`config.mk`:
```
export PLATFORM = sky130hd
export DESIGN_NAME = slkc_ctrl
export DESIGN_NICKNAME = d
export VERILOG_FILES = /design/src/slkc_pkg.sv /design/src/slkc_ctrl.sv /design/src/slkc_fifo.sv /design/src/slkc_gate.sv
export VERILOG_INCLUDE_DIRS = /design/src /design/src/src
export SDC_FILE = /design/constraint.sdc
export NUM_CORES = 1
export LEC_CHECK = 0
export ABC_AREA = 1
export BUFFER_PORTS_ARGS = -buffer_cell sky130_fd_sc_hd__buf_4
export CAP_MARGIN = 25
export CORE_ASPECT_RATIO = 1.5
export CORE_MARGIN = 5
export CORE_UTILIZATION = 25
export DETAILED_ROUTE_END_ITERATION = 8
export PLACE_DENSITY = 0.53
export SETUP_SLACK_MARGIN = 0.1
export SYNTH_ARGS = -nofsm -noshare
export SYNTH_HDL_FRONTEND = slang
export SYNTH_SLANG_ARGS = --single-unit
```
`constraint.sdc`:
```
create_clock -name ref_clk_in -period 1.99 [get_ports ref_clk_in]
set_input_delay 0.2985 -clock ref_clk_in [delete_from_list [all_inputs] [get_ports ref_clk_in]]
set_output_delay 0.2985 -clock ref_clk_in [all_outputs]
set_load 0.03 [all_outputs]
```
`src/slkc_cfg.svh`:
```
// Constants of the switch lock controller: port and queue sizes, field positions,
// reset values and timing counts.
// Assumes inclusion by bare name from design files only.
`ifndef SLKC_CFG_SVH
`define SLKC_CFG_SVH

// ***************************************************************
// Structure
// ***************************************************************
`define SLKC_NPORTS 7
`define SLKC_UP_PORT 3'h0
`define SLKC_FIFO_DEPTH 4

// ***************************************************************
// Switch status register fields
// ***************************************************************
`define SLKC_STS_LOCK_BIT 0
`define SLKC_STS_PLOCK_BIT 1
`define SLKC_STS_RESET 8'h00

// ***************************************************************
// Timing
// ***************************************************************
`define SLKC_CLK_MHZ 100
`define SLKC_HOLD_TIMEOUT_US 100
`define SLKC_HOLD_TIMEOUT_CYC (`SLKC_HOLD_TIMEOUT_US * `SLKC_CLK_MHZ)

`endif

```
`src/slkc_pkg.sv`:
```
// Types shared by the switch lock controller files.
// Assumes nothing beyond a SystemVerilog compiler.
`default_nettype none
package slkc_pkg;

   typedef logic [2:0] slkc_port_t;

   typedef enum logic [3:0] {
      SLKC_MWR    = 4'h0,
      SLKC_MRD    = 4'h1,
      SLKC_MRDLK  = 4'h2,
      SLKC_CPL    = 4'h3,
      SLKC_CPLD   = 4'h4,
      SLKC_CPLLK  = 4'h5,
      SLKC_CPLDLK = 4'h6,
      SLKC_UNLOCK = 4'h7,
      SLKC_MSG    = 4'h8,
      SLKC_CFG    = 4'h9
   } slkc_kind_t;

   typedef enum logic [1:0] {
      SLKC_IDLE        = 2'b00,
      SLKC_PORT_LOCKED = 2'b01,
      SLKC_SW_LOCKED   = 2'b10
   } slkc_state_t;

   typedef struct packed {
      slkc_kind_t kind;
      slkc_port_t dest;
      slkc_port_t src;
      logic [7:0] tag;
   } slkc_tlp_t;

   typedef struct packed {
      logic valid;
      logic self_gen;
      slkc_port_t dest;
   } slkc_req_t;

endpackage
`default_nettype wire

```
`src/slkc_ctrl.sv`:
```
// Lock tracking and blocking for a multi-port switch: upstream posted
// and lock-class queue, lock completion ordering, per-port blocking.
// Assumes port 0 is upstream; non-posted requests and completions
// travel on separate queues and so may pass this one freely.
//
// How it works
// - Only one lock sequence at a time.
// - Locked read starts, locked data completion establishes.
// - Locked read locks target port, blocks others.
// - Locked read follows queued posted requests.
// - Port-only lock blocks no other destination.
// - Locked data completion locks whole switch.
// - Locked data completion waits for port's posted.
// - Failed lock keeps state until Unlock.
// - Status stays readable while switch locked.
// - Repeat locked reads leave lock state alone.
// - Writes to locked device pass, no change.
// - Self-generated messages bypass the lock blocking.
// - Unlock clears lock, goes to locked port.
// - Unlock releases only after posted ahead drain.
// - Blocked packets are held, maybe timed out.
// - Status register flag shows switch lock.
`timescale 1ns/1ps
`default_nettype none
`include "slkc_cfg.svh"
module slkc_ctrl
   import slkc_pkg::*;
#(
   parameter int NPORTS = `SLKC_NPORTS,
   parameter int FIFO_DEPTH = `SLKC_FIFO_DEPTH,
   parameter int HOLD_TIMEOUT_CYC = `SLKC_HOLD_TIMEOUT_CYC
) (
   // Clock and reset
   input wire logic ref_clk_in,
   input wire logic rst_n_in,
   // Upstream ingress: posted and lock-class TLPs from the root
   input wire logic us_valid_in,
   input wire slkc_tlp_t us_tlp_in,
   output logic us_ready_out,
   // Egress towards downstream ports
   output logic dn_valid_out,
   output slkc_tlp_t dn_tlp_out,
   input wire logic dn_ready_in,
   // Lock completions from downstream ports
   input wire logic dn_cpl_valid_in,
   input wire slkc_tlp_t dn_cpl_in,
   output logic dn_cpl_ready_out,
   input wire logic [NPORTS-1:0] dn_posted_pending_in,
   // Lock completions towards the root
   output logic us_cpl_valid_out,
   output slkc_tlp_t us_cpl_out,
   input wire logic us_cpl_ready_in,
   // Downstream candidate blocking
   input wire slkc_req_t [NPORTS-1:0] req_in,
   output logic [NPORTS-1:0] hold_out,
   output logic [NPORTS-1:0] discard_out,
   // Management view
   output logic [7:0] switch_status_register_out,
   output slkc_port_t lock_port_out
);
   // ***************************************************************
   // Upstream queue
   // ***************************************************************
   slkc_state_t state;
   slkc_port_t lock_port;
   slkc_tlp_t head;
   logic head_valid;
   logic pop;
   logic out_valid;
   slkc_tlp_t out_tlp;
   logic out_fire;
   logic cpl_hold;
   slkc_tlp_t cpl_reg;
   logic cpl_wait;
   logic cpl_fire;
   logic [7:0] next_status;

   // One in-order queue keeps lock reads and Unlock behind posted
   slkc_fifo #(
      .WIDTH($bits(slkc_tlp_t)),
      .DEPTH(FIFO_DEPTH)
   ) u_fifo (
      .ref_clk_in(ref_clk_in),
      .rst_n_in(rst_n_in),
      .in_valid_in(us_valid_in),
      .in_data_in(us_tlp_in),
      .in_ready_out(us_ready_out),
      .out_valid_out(head_valid),
      .out_data_out(head),
      .out_ready_in(pop)
   );

   // ***************************************************************
   // Egress register
   // ***************************************************************
   assign pop = head_valid && (!out_valid || dn_ready_in);
   assign out_fire = out_valid && dn_ready_in;
   assign dn_valid_out = out_valid;
   assign dn_tlp_out = out_tlp;

   always_ff @(posedge ref_clk_in) begin
      if (!rst_n_in) begin
         out_valid <= 1'b0;
         out_tlp <= '0;
      end else if (pop) begin
         out_valid <= 1'b1;
         out_tlp <= head;
         if (head.kind == SLKC_UNLOCK && state != SLKC_IDLE) begin
            out_tlp.dest <= lock_port;
         end
      end else if (out_fire) begin
         out_valid <= 1'b0;
      end
   end

   // ***************************************************************
   // Lock completion path
   // ***************************************************************
   // Only a locked data completion waits on the port's posted traffic
   assign cpl_wait = (cpl_reg.kind == SLKC_CPLDLK) &&
                     dn_posted_pending_in[cpl_reg.src];
   assign us_cpl_valid_out = cpl_hold && !cpl_wait;
   assign us_cpl_out = cpl_reg;
   assign dn_cpl_ready_out = !cpl_hold;
   assign cpl_fire = us_cpl_valid_out && us_cpl_ready_in;

   always_ff @(posedge ref_clk_in) begin
      if (!rst_n_in) begin
         cpl_hold <= 1'b0;
         cpl_reg <= '0;
      end else if (dn_cpl_valid_in && !cpl_hold) begin
         cpl_hold <= 1'b1;
         cpl_reg <= dn_cpl_in;
      end else if (cpl_fire) begin
         cpl_hold <= 1'b0;
      end
   end

   // ***************************************************************
   // Lock state
   // ***************************************************************
   // Lock begins when the read leaves the queue, ends on delivery of
   // the Unlock, so every posted request ahead has gone out first
   always_ff @(posedge ref_clk_in) begin
      if (!rst_n_in) begin
         state <= SLKC_IDLE;
         lock_port <= `SLKC_UP_PORT;
      end else begin
         case (state)
            SLKC_IDLE: begin
               if (pop && head.kind == SLKC_MRDLK) begin
                  state <= SLKC_PORT_LOCKED;
                  lock_port <= head.dest;
               end
            end
            SLKC_PORT_LOCKED: begin
               // A failed attempt leaves the port lock in place
               if (out_fire && out_tlp.kind == SLKC_UNLOCK) begin
                  state <= SLKC_IDLE;
               end else if (cpl_fire && cpl_reg.kind == SLKC_CPLDLK &&
                            cpl_reg.src == lock_port) begin
                  state <= SLKC_SW_LOCKED;
               end
            end
            SLKC_SW_LOCKED: begin
               // Reads, writes and completions leave it as is
               if (out_fire && out_tlp.kind == SLKC_UNLOCK) begin
                  state <= SLKC_IDLE;
               end
            end
            default: state <= SLKC_IDLE;
         endcase
      end
   end

   // ***************************************************************
   // Downstream blocking
   // ***************************************************************
   // Root traffic is never blocked by the lock
   assign hold_out[0] = 1'b0;
   assign discard_out[0] = 1'b0;

   for (genvar p = 1; p < NPORTS; p++) begin : g_gate
      slkc_gate #(
         .PORT_ID(slkc_port_t'(p)),
         .TIMEOUT_CYC(HOLD_TIMEOUT_CYC)
      ) u_gate (
         .ref_clk_in(ref_clk_in),
         .rst_n_in(rst_n_in),
         .req_in(req_in[p]),
         .state_in(state),
         .lock_port_in(lock_port),
         .hold_out(hold_out[p]),
         .discard_out(discard_out[p])
      );
   end

   // ***************************************************************
   // Management status
   // ***************************************************************
   // Plain flops, never stalled by the lock, so the sideband
   // management reader always gets an answer
   always_comb begin
      next_status = `SLKC_STS_RESET;
      next_status[`SLKC_STS_LOCK_BIT] = (state == SLKC_SW_LOCKED);
      next_status[`SLKC_STS_PLOCK_BIT] = (state != SLKC_IDLE);
   end

   always_ff @(posedge ref_clk_in) begin
      if (!rst_n_in) begin
         switch_status_register_out <= `SLKC_STS_RESET;
         lock_port_out <= `SLKC_UP_PORT;
      end else begin
         switch_status_register_out <= next_status;
         lock_port_out <= lock_port;
      end
   end
endmodule // slkc_ctrl
`default_nettype wire

```
`src/slkc_fifo.sv`:
```
// Small synchronous FIFO with valid/ready on both sides.
// Assumes one clock and a synchronous active-low reset.
`timescale 1ns/1ps
`default_nettype none
module slkc_fifo #(
   parameter int WIDTH = 8,
   parameter int DEPTH = 4
) (
   // Clock and reset
   input wire logic ref_clk_in,
   input wire logic rst_n_in,
   // Fill side
   input wire logic in_valid_in,
   input wire logic [WIDTH-1:0] in_data_in,
   output logic in_ready_out,
   // Drain side
   output logic out_valid_out,
   output logic [WIDTH-1:0] out_data_out,
   input wire logic out_ready_in
);
   localparam int AW = $clog2(DEPTH);

   logic [WIDTH-1:0] mem [DEPTH];
   logic [AW-1:0] wr_ptr;
   logic [AW-1:0] rd_ptr;
   logic [AW:0] count;
   logic push;
   logic pop;

   assign in_ready_out = (count != (AW+1)'(DEPTH));
   assign out_valid_out = (count != '0);
   assign out_data_out = mem[rd_ptr];
   assign push = in_valid_in && in_ready_out;
   assign pop = out_valid_out && out_ready_in;

   always_ff @(posedge ref_clk_in) begin
      if (push) begin
         mem[wr_ptr] <= in_data_in;
      end
   end

   always_ff @(posedge ref_clk_in) begin
      if (!rst_n_in) begin
         wr_ptr <= '0;
         rd_ptr <= '0;
         count <= '0;
      end else begin
         if (push) begin
            wr_ptr <= (wr_ptr == AW'(DEPTH-1)) ? '0 : wr_ptr + 1'b1;
         end
         if (pop) begin
            rd_ptr <= (rd_ptr == AW'(DEPTH-1)) ? '0 : rd_ptr + 1'b1;
         end
         count <= count + (AW+1)'(push) - (AW+1)'(pop);
      end
   end
endmodule // slkc_fifo
`default_nettype wire

```
`src/slkc_gate.sv`:
```
// Per-source blocking gate: decides whether a downstream port's
// candidate TLP must be held back by the lock, and times long holds.
// Assumes lock state and port come from the same clock domain.
`timescale 1ns/1ps
`default_nettype none
`include "slkc_cfg.svh"
module slkc_gate
   import slkc_pkg::*;
#(
   parameter slkc_port_t PORT_ID = 3'h1,
   parameter int TIMEOUT_CYC = `SLKC_HOLD_TIMEOUT_CYC
) (
   // Clock and reset
   input wire logic ref_clk_in,
   input wire logic rst_n_in,
   // Candidate and lock view
   input wire slkc_req_t req_in,
   input wire slkc_state_t state_in,
   input wire slkc_port_t lock_port_in,
   // Decision
   output logic hold_out,
   output logic discard_out
);
   localparam int CW = $clog2(TIMEOUT_CYC + 1);

   logic [CW-1:0] hold_cnt;
   logic to_lock_port;
   logic to_up_port;

   assign to_lock_port = (req_in.dest == lock_port_in);
   assign to_up_port = (req_in.dest == `SLKC_UP_PORT);

   // Self-generated messages never wait on the lock
   always_comb begin
      hold_out = 1'b0;
      if (req_in.valid && !req_in.self_gen) begin
         case (state_in)
            SLKC_PORT_LOCKED: hold_out = to_lock_port;
            SLKC_SW_LOCKED: hold_out = (PORT_ID != lock_port_in) &&
                                       (to_lock_port || to_up_port);
            default: hold_out = 1'b0;
         endcase
      end
   end

   // Held, not rejected; only a long hold is dropped
   always_ff @(posedge ref_clk_in) begin
      if (!rst_n_in) begin
         hold_cnt <= '0;
         discard_out <= 1'b0;
      end else if (!hold_out) begin
         hold_cnt <= '0;
         discard_out <= 1'b0;
      end else if (hold_cnt == CW'(TIMEOUT_CYC - 1)) begin
         hold_cnt <= '0;
         discard_out <= 1'b1;
      end else begin
         hold_cnt <= hold_cnt + 1'b1;
         discard_out <= 1'b0;
      end
   end
endmodule // slkc_gate
`default_nettype wire

```
# ---- After elaboration in Yosys (flattened, before gate mapping)
# Memory sizes are Yosys's and may differ from the RTL's. A register that Yosys moved wholly into a read port is not among the register bits.
# Cells that the tools add are included.
dict set report word_totals {
  mem_bits_rw 72
  rom_bits 0
  register_bits 151
  latchBits 0
  n_memories 1
  out_inout_bits 65
  inputBits 84
}
# memory words word_bits rd rd_ports_with_merged_regs write_ports line
set mem_list {}
lappend mem_list {u_fifo.mem 4 18 1 1 1 slkc_fifo.sv:23} ;# logic [WIDTH-1:0] mem [DEPTH];
dict set report op_classes {
  add_sub_neg 10
  div 0
  muxes 36
  n_reduce_logical 66
  n_eq_ne 31
  n_mul 0
  n_shift 0
  magnitude_cmp 1
  n_bitwise 7
}
# operator n
set ops {}
lappend ops {{$add A14 B1 Y14 const B} 6}
lappend ops {{$eq A14 B14 Y1 const B} 6}
lappend ops {{$logic_and A1 B1 Y1} 25}
lappend ops {{$eq A3 B3 Y1} 7}
lappend ops {{$mux W1} 19}
lappend ops {{$logic_not A3 Y1} 6}
lappend ops {{$reduce_or A3 Y1} 6}
lappend ops {{$mux W2} 8}
lappend ops {{$reduce_and A2 Y1} 7}
lappend ops {{$eq A4 B3 Y1 const B} 3}
lappend ops {{$pmux W1 S2} 6}
lappend ops {{$logic_not A1 Y1} 9}
lappend ops {{$ne A3 B3 Y1 const A} 3}
lappend ops {{$logic_or A1 B1 Y1} 7}
lappend ops {{$not A1 Y1} 7}
lappend ops {{$eq A2 B2 Y1 const B} 3}
lappend ops {{$ne A2 B3 Y1 const A} 2}
lappend ops {{$ne A3 B3 Y1 const B} 2}
lappend ops {{$pmux W2 S3} 1}
lappend ops {{$reduce_bool A2 Y1} 3}
lappend ops {{$add A2 B1 Y2 const B} 2}
lappend ops {{$eq A4 B2 Y1 const B} 1}
lappend ops {{$lt A3 B4 Y1 const B} 1}
lappend ops {{$add A3 B1 Y3} 1}
lappend ops {{10 further kinds} 10}

# ---- Logic depth before layout (Yosys ltp)
# Gate-level depths: netlist of run 1.
dict set report logic_depth {
  word_depth 11
  ltp_mapped 12
  ltp_nobuf 12
}

# ---- Modules after synthesis
# From an unflattened synthesis of run 1, not the netlist that was laid out.
dict set report hier_totals {
  cells_unflattened 1229
  area_unflattened_um2 10581.4
}
# module seq_area_each_um2 n_inst cells_each area_each_um2
set by_module_without_submodules {}
lappend by_module_without_submodules {slkc_fifo 2342.2 1 242 3214.3}
lappend by_module_without_submodules {slkc_ctrl 960.9 1 265 1976.9}
lappend by_module_without_submodules {{slkc_gate at g_gate[3].u_gate ...} 300.3 2 127 902.1}
lappend by_module_without_submodules {{slkc_gate at g_gate[5].u_gate} 300.3 1 128 915.9}
lappend by_module_without_submodules {{slkc_gate at g_gate[4].u_gate} 300.3 1 112 909.6}
lappend by_module_without_submodules {{slkc_gate at g_gate[2].u_gate} 300.3 1 115 900.9}
lappend by_module_without_submodules {{slkc_gate at g_gate[1].u_gate} 300.3 1 113 859.6}

# ---- Worst setup path before layout of run 1
# No wires, ideal clock.
dict set report synth_timing {
  path_type {register to register}
  start {register out_valid (netlist: dn_valid_out)}
  end {register u_fifo.count[2]}
  setup_time_ps 116
  t_arrival_ps 2045
  path_stages_with_launch 11
  n_path_buf 1
  required_ps 1874
  period_less_slack_ps 2162
  path_slack_ps -172
  path_cell_list {dfxtp_1 inv_1 nor2_1 a21oi_1 clkbuf_1 ha_1 inv_1 ha_1 fa_1 xor2_1 nor2_1}
}
dict set report synth_via {
  elab_chain_len 5
}
# element line
set synth_lines {}
lappend synth_lines {{start: declaration} slkc_ctrl.sv:69} ;# logic out_valid;
lappend synth_lines {{start signal: assignment} slkc_ctrl.sv:103} ;# out_valid <= 1'b0;
lappend synth_lines {{start signal: assignment} slkc_ctrl.sv:106} ;# out_valid <= 1'b1;
lappend synth_lines {{start signal: assignment} slkc_ctrl.sv:112} ;# out_valid <= 1'b0;
lappend synth_lines {{$logic_not A1 Y1} slkc_ctrl.sv:96} ;# assign pop = head_valid && (!out_valid || dn_ready_in);
lappend synth_lines {{$logic_or A1 B1 Y1} slkc_ctrl.sv:96}
lappend synth_lines {{$logic_and A1 B1 Y1} slkc_ctrl.sv:96}
lappend synth_lines {{$logic_and A1 B1 Y1} slkc_fifo.sv:34} ;# assign pop = out_valid_out && out_ready_in;
lappend synth_lines {{$sub A3 B1 Y3} slkc_fifo.sv:54} ;# count <= count + (AW+1)'(push) - (AW+1)'(pop);
lappend synth_lines {{end signal: assignment} slkc_fifo.sv:54}
lappend synth_lines {{end: declaration} slkc_fifo.sv:26} ;# logic [AW:0] count;
# No other way between the ends.
# A chain may end at the register's enable or synchronous reset.

# ---- Final worst setup path of run 1
dict set report layout_timing {
  start {register lock_port[1]}
  end {output port hold_out[2]}
}
dict set report layout_via {
  elab_chain_len 5
}
# element line
set layout_lines {}
lappend layout_lines {{start: declaration} slkc_ctrl.sv:65} ;# slkc_port_t lock_port;
lappend layout_lines {{start signal: assignment} slkc_ctrl.sv:147} ;# lock_port <= `SLKC_UP_PORT;
lappend layout_lines {{start signal: assignment} slkc_ctrl.sv:153} ;# lock_port <= head.dest;
lappend layout_lines {{$eq A3 B3 Y1} slkc_gate.sv:30} ;# assign to_lock_port = (req_in.dest == lock_port_in);
lappend layout_lines {{$logic_or A1 B1 Y1} slkc_gate.sv:40} ;# (to_lock_port || to_up_port);
lappend layout_lines {{$logic_and A1 B1 Y1} slkc_gate.sv:39} ;# SLKC_SW_LOCKED: hold_out = (PORT_ID != lock_port_in) &&
lappend layout_lines {{$pmux W1 S2 *} slkc_gate.sv:37} ;# case (state_in)
lappend layout_lines {{$mux W1 *} slkc_gate.sv:36} ;# if (req_in.valid && !req_in.self_gen) begin
lappend layout_lines {{end: declaration} slkc_ctrl.sv:55} ;# output logic [NPORTS-1:0] hold_out,
# Mark *: on every way between the ends. The rest lies on a longest branch, timed or not.

==> impl_metrics.yaml, run 1 <==
global_route:
  grt_pass1_vias: 7663
  grt_pass1_wl_mm: 38.5
  antenna_found_initial: 1
  gr-usage-all-layers: 0.111
  grt_max_degree: 41
  grt_remaining_overflow: 0
power_and_ir_drop:
  p_clk_frac: 0.315
  p_per_area_nw_per_um2: 1070
  vdd_ir_drop_max_v: 0.000948
  internal_power_mw: 9.43
  switching_power_mw: 4.59
  p_leak_nw: 5.05
  power_mw: 14.0
  p_comb_frac: 0.304
  swShare: 0.327
  seq_power_share: 0.381
worst_setup_path:
  r2r_end: "g_gate[3].u_gate.hold_cnt[2]$_SDFF_PP0_"
  r2r_start: "lock_port[1]$_SDFFE_PN0P_"
  crit_fanout: 6
  critPathCapture: "hold_out[2]"
  crit_arrival_ns: 1.98
  required_ns: 1.69
  ff2ff_path_depth: 15
  start_kind: "flip-flop"
  end_kind: "output pin"
  critical_path.startpoint: "lock_port[1]$_SDFFE_PN0P_"
  ff2ff_setup_slack_ns: -0.17
  crit_type: "flip-flop to output pin"
floorplanning:
  chipWidth_microns: 170
  ios: 149
  dieHeight_microns: 250
  core_area_sq_um: 38200
  design.die.area_sq_um: 42500
  initial_core_util: 0.252
  row_count: 88
routing:
  drt_iter0_drc: 343
  drc: 0
  vias: 7778
  routed_via_density: 4.29
  dr.pass1.iters: 6
  drt_wl_total_mm: 24.9
  ant_nets: 0
  wire_per_inst_microns: 13.7
sta:
  rsz0062_at_grt: "yes"
  fmax_mhz: 439
  setup_ws_ns: -0.286
  clock_skew_ns: 0.0172
  fin_crit_sh: 1.14
  finalCriticalPeriod_ns: 2.28
  hold_viol: 0
  slew_viol_final: 0
  setup_tns_ns: -3.58
  finalSetupViolCount: 20
status:
  violations: "setup timing"
  status: "finished with violations"
clocking:
  clk_pin_slew_ns: 0.06
  root_buffer: "clkbuf_16"
  cts_buffers: 25
  htree_levels: 1
  clock-sinks: 219
  clkLatencyLatePin_ns: 0.53
  cts_tree: "done"
  cts_buffer_depth: 3
synthesis:
  synth-edff-count: 72
  yosysTopAreaCellShare: 0.306
  yosysWarnings: 0
  syn_inst: 1097
  ys_seq_area_frac: 0.531
  post-synth-top-area-cell: "dfxtp_1"
  synth_cell_type_count: 40
  synthesis.area_sq_um: 9610
  synth_ff_type: "dfxtp_1"
  synthTopCellsByArea: "dfxtp_1 (31%), edfxtp_1 (22%), nor2_1 (7.7%)"
  synth-seq-cells: 219
  syn_avg_cell_area_sq_um: 8.76
  synth-async-reset-ratio: 0
final_layout:
  num_antenna_cells: 0
  nets: 1400
  area_delta_synth_final_pct: 36.1
  drive_gt1_frac: 0.260
placement:
  gp_congestion: 0.789
  dp.final_hpwl_mm: 16.8
  io_buffers: 135
worst_hold_path:
  min_from: "dn_cpl_in[5]"
  hold_path.class: "input pin to flip-flop"
job:
  drv_cap: 0
-- cells by family (layout without fill, tap and decap cells) --
logic type               count (synthesis)  after routing  synth area share
AO/OA/AOI/OAI                          130            130            0.0763
XOR/XNOR                                76             76            0.0693
adder cells (fa/ha/maj)                 17             17            0.0229
buffers and inverters                  177            390            0.0840
flip-flops                             219            219             0.531
other                                    1              8          0.000390
AND/OR/NAND/NOR                        477            477             0.216
-- power groups by stage --
stage	clock, mW	combinational [mW]	sequential, mW
final	4.42	4.26	5.34
after detailed placement	0	3.63	5.39
after global routing	4.77	4.72	5.39
after global placement	0	3.61	5.39
after CTS	4.60	3.98	5.32
after floorplan	0	1.88	5.72
-- synth_stat cells, types with 2 or more instances --
cell type / instances
nor2_1: 197
dfxtp_1: 147
nand2_1: 136
inv_1: 120
edfxtp_1: 72
o21ai_0: 68
nand3_1: 56
xor2_1: 40
xnor2_1: 36
nor3_1: 26
a21oi_1: 22
nand4_1: 22
buf_4: 21
nor2_2: 20
clkbuf_1: 16
ha_1: 16
a31oi_1: 13
nor4_1: 10
buf_2: 9
o31ai_1: 8
buf_6: 7
nand4_2: 4
o211ai_1: 4
o22ai_1: 4
a211oi_1: 3
a21boi_0: 3
a21boi_1: 2
and3_1: 2
inv_2: 2
-- per-stage QoR --
| stage | hold slack (ns) | instance area (sq um) | cells | worst slack, ns | util |
|---|---|---|---|---|---|
| 6_report | 0.0313 | 13100 | 1812 | -0.286 | 0.342 |
| 5_1_grt | 0.00586 | 13100 | 1812 | -0.396 | 0.342 |
| 4_1_cts | 0.00252 | 12700 | 1801 | -0.301 | 0.332 |
| 3_5_place_dp | 0.440 | 11300 | 1712 | -0.00964 | 0.295 |
| 3_3_place_gp | 0.430 | 11300 | 1712 | 0.00598 | 0.295 |
| 2_1_floorplan | 0.397 | 9650 | 1104 | -0.0907 | - |
-- critical path, cell delays in order, from the launching register on --
cell      delay, ns
dfxtp_4        0.36
buf_12         0.15
buf_6          0.12
xnor2_4        0.17
buf_6          0.11
nand4_1        0.14
a21boi_2       0.24
buf_6          0.16
-- layout make-up --
class | instances | area [sq um]
fillers | 3879 | 25100
flip-flops and latches | 219 | 5130
multi-input cells | 708 | 4150
repair buffers | 222 | 1910
clock buffers | 31 | 658
well taps | 495 | 619
inverters | 123 | 479
clock inverters | 14 | 126
-- per-layer routing --
metal,vias to the layer above,track usage,wire (microns)
li1,3972,-,-
met1,3608,0.125,10100
met2,149,0.205,12900
met3,49,0.0207,1180
met4,0,0.0416,756
met5,-,0,0
-- layout by cell type, fill, tap and decap left out, types with 5 or more instances in the layout --
cell / synthesis / routed
conb_1: 1 / 8
nand3_1: 56 / 52
nor3_2: 0 / 6
a21oi_2: 0 / 5
buf_12: 0 / 11
nor2_2: 20 / 26
ha_1: 16 / 13
dlygate4sd3_1: 0 / 19
clkbuf_1: 16 / 5
clkbuf_16: 0 / 26
nor2_1: 197 / 185
nor3_1: 26 / 20
buf_6: 7 / 12
nor4_1: 10 / 10
nor2_4: 0 / 6
xor2_1: 40 / 40
nand4_1: 22 / 22
buf_4: 21 / 179
dfxtp_2: 0 / 6
dfxtp_1: 147 / 137
xnor2_1: 36 / 25
xnor2_2: 0 / 7
o21ai_0: 68 / 67
a21oi_1: 22 / 16
clkinvlp_4: 0 / 5
nand2_1: 136 / 129
inv_1: 120 / 116
a31oi_1: 13 / 11
nand2_2: 0 / 5
edfxtp_1: 72 / 72
-- timing repair --
action                                  CTS  global route
buffers inserted                         24            10
cloned                                    1             2
hold endpoints to repair                 73             0
gates resized for setup                  55            70
pin swaps                                19            24
hold buffers                             19             0
endpoints found under the setup margin    8            71
-- flip-flops by register name, summed over array words and instances (netlist names), 2 cells and up, named ones only --
signal and count:
state 2, u_fifo.wr_ptr 2, lock_port 3, u_fifo.rd_ptr 2, us_cpl_out 18, dn_tlp_out 18, u_fifo.mem 72, g_gate.u_gate.discard_out 6
u_fifo.count 3, lock_port_out 3, switch_status_register_out 2, g_gate.u_gate.hold_cnt 84
-- how the worst min path moves through the flow --
| stage | end | slack, ns | cells past startpoint |
|---|---|---|---|
| final | us_cpl_out[5]$_SDFFE_PN0P_ | 0.03 | 3 |
| after global routing | us_cpl_out[5]$_SDFFE_PN0P_ | 0.006 | 3 |
| after global placement | g_gate[4].u_gate.hold_cnt[0]$_SDFF_PP0_ | 0.43 | 1 |
| after detailed placement | g_gate[6].u_gate.hold_cnt[0]$_SDFF_PP0_ | 0.44 | 1 |
| after floorplan | u_fifo.mem[0][0]$_DFFE_PP_ | 0.40 | 0 |
| after CTS | us_cpl_out[5]$_SDFFE_PN0P_ | 0.003 | 3 |
Power figures use the tool's default switching activity.
==> run 2: changes to the inputs <==
- REMOVE_ABC_BUFFERS: unset -> 1
==> impl_metrics.yaml, run 2 (synthesized netlist as in run 1, its figures left out) <==
global_route:
  grt_pass1_vias: 7796
  antenna_found_initial: 0
  grt_remaining_overflow: 0
  gr-usage-all-layers: 0.114
  grt_max_degree: 40
  grt_pass1_wl_mm: 39.5
routing:
  drt_iter0_drc: 328
  wire_per_inst_microns: 13.7
  drt_wl_total_mm: 25.1
  drc: 0
  ant_nets: 0
  vias: 7878
  routed_via_density: 4.31
  dr.pass1.iters: 4
worst_setup_path:
  crit_type: "flip-flop to output pin"
  path_common_cell: "buf_6"
  start_kind: "flip-flop"
  cp_slowest_cell: "dfxtp_2"
  crit_chain: "buf_6 -> buf_6 -> xnor2_4 -> buf_4 -> nand4_1 -> a21boi_2 -> buf_6"
  end_kind: "output pin"
  crit_arrival_ns: 1.90
  crit_fanout: 5
  required_ns: 1.69
  max_stage_delay_ns: 0.32
final_layout:
  largest_reg_flops: 84
  num_antenna_cells: 0
  fillers: 3867
  final_cell_mix: "buf_4 (187), nor2_1 (170), dfxtp_1 (141)"
  largestRegisters: "g_gate.u_gate.hold_cnt (84), u_fifo.mem (72)"
  final_util: 0.346
  drive_gt1_frac: 0.275
  stdcell_area_sq_um: 13200
  nets: 1417
  area_delta_synth_final_pct: 37.7
  top_register: "g_gate.u_gate.hold_cnt"
  layout.cells.non_filler: 1828
  final_common_cell: "buf_4"
sta:
  clock_skew_ns: 0.0168
  setup_ws_ns: -0.206
  setup_tns_ns: -1.34
  whs_ns: 0.0328
  rsz0062_at_grt: "yes"
  finalSetupViolCount: 13
  tightestPinTransition_ns: 0.508
  hold_viol: 0
  fin_crit_sh: 1.10
  slew_headroom: 0.661
  finalCriticalPeriod_ns: 2.20
  fmax_mhz: 455
  slew_viol_final: 0
floorplanning:
  row_count: 88
  design.die.area_sq_um: 42500
  ios: 149
  initial_core_util: 0.252
  dieHeight_microns: 250
  chipWidth_microns: 170
  core_area_sq_um: 38200
clocking:
  clk_pin_slew_ns: 0.06
  root_buffer: "clkbuf_16"
  cts_buffer_depth: 3
  htree_levels: 1
  cts_tree: "done"
  clock-sinks: 219
  clkLatencyLatePin_ns: 0.53
  cts_buffers: 24
power_and_ir_drop:
  power_mw: 13.9
  internal_power_mw: 9.31
  p_clk_frac: 0.318
  p_per_area_nw_per_um2: 1050
  p_leak_nw: 5.11
  switching_power_mw: 4.55
  p_comb_frac: 0.298
  seq_power_share: 0.384
  vdd_ir_drop_max_v: 0.000822
  swShare: 0.328
placement:
  placed_cells: 1722
  pre_cts_ws_ns: 0.0700
  gp_congestion: 0.753
  dp.final_hpwl_mm: 17.5
  io_buffers: 135
  dpl_cell_area_sq_um: 11300
status:
  status: "finished with violations"
  violations: "setup timing"
job:
  drv_cap: 0
worst_hold_path:
  hold_path.class: "input pin to flip-flop"
==> run 2: cell count changes in the layout (fill, tap and decap cells not counted), sizes merged <==
cell / change
buf: +11
clkbuf: -4
clkinv: +2
clkinvlp: -1
dlygate4sd3: +7
nand4: +1
==> run 2: critical path: cells and delay by family (launching register included) <==
kind | cells | cell delay (ns)
AO/OA/AOI/OAI | 1 | 0.21
XOR/XNOR | 1 | 0.17
buffers and inverters | 4 | 0.55
flip-flops | 1 | 0.32
AND/OR/NAND/NOR | 1 | 0.12
==> run 2: power by group through the flow <==
| stage | combinational [mW] | sequential [mW] | clock [mW] |
|---|---|---|---|
| global placement | 3.63 | 5.39 | 0 |
| global route | 4.57 | 5.36 | 4.79 |
| finish | 4.14 | 5.32 | 4.40 |
| floorplan | 1.60 | 5.83 | 0 |
| detailed placement | 3.67 | 5.39 | 0 |
| CTS | 4.07 | 5.31 | 4.60 |
==> run 2: final timing paths <==
kind / cells past startpoint / slack [ns] / to / start
worst max-delay path: 7 / -0.21 / hold_out[1] / lock_port[2]$_SDFFE_PN0P_
worst min-delay path: 3 / 0.03 / us_cpl_out[13]$_SDFFE_PN0P_ / dn_cpl_in[13]
worst max register to register: 13 / -0.05 / g_gate[1].u_gate.hold_cnt[2]$_SDFF_PP0_ / lock_port[2]$_SDFFE_PN0P_
worst min register to register: 1 / 0.45 / g_gate[2].u_gate.hold_cnt[0]$_SDFF_PP0_ / g_gate[2].u_gate.hold_cnt[0]$_SDFF_PP0_
==> run 2: timing repair <==
action                                  in CTS  in global routing
pin swaps                                   43                 38
endpoints found under the setup margin      10                 29
hold buffers                                26                  0
gates resized for setup                     72                 70
endpoints found under the hold margin       80                  0
gates cloned                                 1                  0
setup buffers                               30                 11
==> run 2: final cells by class <==
| cell class | instances | area, sq um | area share |
|---|---|---|---|
| sequential | 219 | 5120 | 0.387 |
| multi-input combinational | 709 | 4250 | 0.321 |
| timing repair buffer | 239 | 2010 | 0.152 |
| clock buffer | 28 | 647 | 0.0489 |
| tap | 495 | 619 | 0.0468 |
| inverter | 123 | 469 | 0.0354 |
| clock inverter | 15 | 129 | 0.00974 |
==> run 2: layer usage <==
layer	up-vias	routed length, microns	track usage	share of wire
met2	151	13700	0.219	0.54
met1	3685	9590	0.122	0.38
li1	4003	-	-	-
met5	-	0	0	0
met3	39	1270	0.0237	0.050
met4	0	595	0.0358	0.024
==> run 3: changes to the inputs <==
- REMOVE_ABC_BUFFERS: 1 -> unset
- SKIP_LAST_GASP: unset -> 1
==> impl_metrics.yaml, run 3 (synthesized netlist as in run 1, its figures left out) <==
worst_hold_path:
  hold_depth: 3
  min_from: "dn_cpl_in[5]"
  hold_path.class: "input pin to flip-flop"
  min_to: "us_cpl_out[5]$_SDFFE_PN0P_"
floorplanning:
  core_area_sq_um: 38200
  initial_core_util: 0.252
  row_count: 88
  dieHeight_microns: 250
  chipWidth_microns: 170
  design.die.area_sq_um: 42500
  ios: 149
sta:
  slew_viol_final: 0
  finalSetupViolCount: 6
  hold_viol: 0
  setup_ws_ns: -0.265
  finalCriticalPeriod_ns: 2.25
  fin_crit_sh: 1.13
  rsz0062_at_grt: "yes"
  clock_skew_ns: 0.0176
  fmax_mhz: 443
worst_setup_path:
  crit_chain: "buf_12 -> buf_6 -> xnor2_4 -> buf_6 -> nand4_1 -> a21boi_2 -> buf_6"
  crit_fanout: 6
  path_common_cell: "buf_6"
  ff2ff_path_depth: 11
  crit_type: "flip-flop to output pin"
  r2r_end: "g_gate[2].u_gate.hold_cnt[7]$_SDFF_PP0_"
  start_kind: "flip-flop"
  end_kind: "output pin"
  required_ns: 1.69
  ff2ff_setup_slack_ns: 0.15
  cp_slowest_cell: "dfxtp_4"
  max_stage_delay_ns: 0.36
  crit_arrival_ns: 1.96
  r2r_start: "lock_port[1]$_SDFFE_PN0P_"
power_and_ir_drop:
  swShare: 0.328
  switching_power_mw: 4.58
  vdd_ir_drop_max_v: 0.000949
  p_per_area_nw_per_um2: 1070
  internal_power_mw: 9.40
  seq_power_share: 0.382
  p_clk_frac: 0.317
  power_mw: 14.0
  p_leak_nw: 5.03
  p_comb_frac: 0.302
global_route:
  grt_pass1_wl_mm: 38.5
  use_met1: 0.125
  grt_pass1_vias: 7662
  grt_remaining_overflow: 0
  top_usage_layer: "met2"
  grt_max_degree: 41
  gr-usage-all-layers: 0.111
  antenna_found_initial: 1
  grt_use_met3: 0.0207
  gr-usage-met2: 0.205
final_layout:
  regArea_sq_um: 5120
  drive_gt1_frac: 0.255
  multiInputGateArea_sq_um: 4150
  top_register: "g_gate.u_gate.hold_cnt"
  area_delta_synth_final_pct: 36.0
  num_antenna_cells: 0
  fillers: 3875
  largest_reg_flops: 84
  final_cell_mix: "nor2_1 (185), buf_4 (173), dfxtp_1 (137)"
  final_common_cell: "nor2_1"
  largestRegisters: "g_gate.u_gate.hold_cnt (84), u_fifo.mem (72)"
  nets: 1396
status:
  violations: "setup timing"
  status: "finished with violations"
placement:
  pre_cts_ws_ns: -0.00964
  gp_congestion: 0.789
  io_buffers: 135
  dp.final_hpwl_mm: 16.8
clocking:
  cts_buffers: 25
  cts_tree: "done"
  root_buffer: "clkbuf_16"
  cts_buffer_depth: 3
  clk_pin_slew_ns: 0.06
  clkLatencyLatePin_ns: 0.53
  htree_levels: 1
  clock-sinks: 219
routing:
  ant_nets: 0
  routed_via_density: 4.30
  drc: 0
  vias: 7773
  drt_wl_total_mm: 25.1
  wire_per_inst_microns: 13.9
  drt_iter0_drc: 331
  dr.pass1.iters: 6
job:
  drv_cap: 0
## run 3: changes by cell type in the layout (fill, tap and decap cells not counted), sizes merged
cell,before,now
buf,213,197
dlygate4sd3,26,19
clkbuf,28,33
clkinv,11,9
clkinvlp,4,5
nand4,27,26
## run 3: how the worst max path moves through the flow
stage          cells past startpoint                    endpoint                       start  slack (ns)
2_1_floorplan                      4  u_fifo.mem[0][0]$_DFFE_PP_  u_fifo.count[1]$_SDFF_PN0_       -0.09
3_3_place_gp                       7                 hold_out[1]       state[0]$_SDFFE_PN0P_       0.006
3_5_place_dp                       7                 hold_out[1]       state[0]$_SDFFE_PN0P_       -0.01
4_1_cts                            7                 hold_out[4]   lock_port[1]$_SDFFE_PN0P_       -0.30
5_1_grt                            8                 hold_out[3]   lock_port[1]$_SDFFE_PN0P_       -0.39
6_report                           7                 hold_out[2]   lock_port[1]$_SDFFE_PN0P_       -0.26
## run 3: cell type report
cell class	count	share of cell area
sequential	219	0.392
multi-input combinational	708	0.318
timing repair buffer	218	0.147
clock buffer	31	0.0504
tap	495	0.0474
inverter	123	0.0363
clock inverter	14	0.00967
## run 3: critical path: cells and delay by family, from the launching register on
family,cells,cell delay [ns]
AO/OA/AOI/OAI,1,0.22
buffers and inverters,4,0.53
XOR/XNOR,1,0.17
flip-flops,1,0.36
AND/OR/NAND/NOR,1,0.14
## run 3: what timing repair did
action / 4_1_cts / 5_1_grt
endpoints found under the setup margin: 8 / 71
pin swaps: 17 / 17
gates cloned: 1 / 3
hold buffers: 19 / 0
setup buffers: 24 / 9
gates resized for setup: 53 / 71
hold endpoints to repair: 73 / 0
## run 3: power groups by stage
| stage | sequential, mW | clock, mW | combinational, mW |
|---|---|---|---|
| 2_1_floorplan | 5.72 | 0 | 1.88 |
| 3_3_place_gp | 5.39 | 0 | 3.61 |
| 3_5_place_dp | 5.39 | 0 | 3.63 |
| 4_1_cts | 5.32 | 4.60 | 3.98 |
| 5_1_grt | 5.38 | 4.77 | 4.67 |
| 6_report | 5.33 | 4.43 | 4.22 |
## run 3: per-layer routing
metal | share of wire | vias to the layer above
li1 | - | 3962
met1 | 0.40 | 3612
met2 | 0.52 | 149
met3 | 0.052 | 50
met4 | 0.029 | 0
met5 | 0 | -
## run 3: through the flow
step	utilization	std cells	hold slack, ns	area (sq um)	setup TNS, ns
after CTS	0.332	1801	0.00252	12700	-4.28
after detailed placement	0.295	1712	0.440	11300	-0.00964
final	0.342	1808	0.0310	13100	-1.44
after global placement	0.295	1712	0.430	11300	0
after floorplan	-	1104	0.397	9650	-6.54
after global routing	0.342	1808	0.00586	13100	-2.09
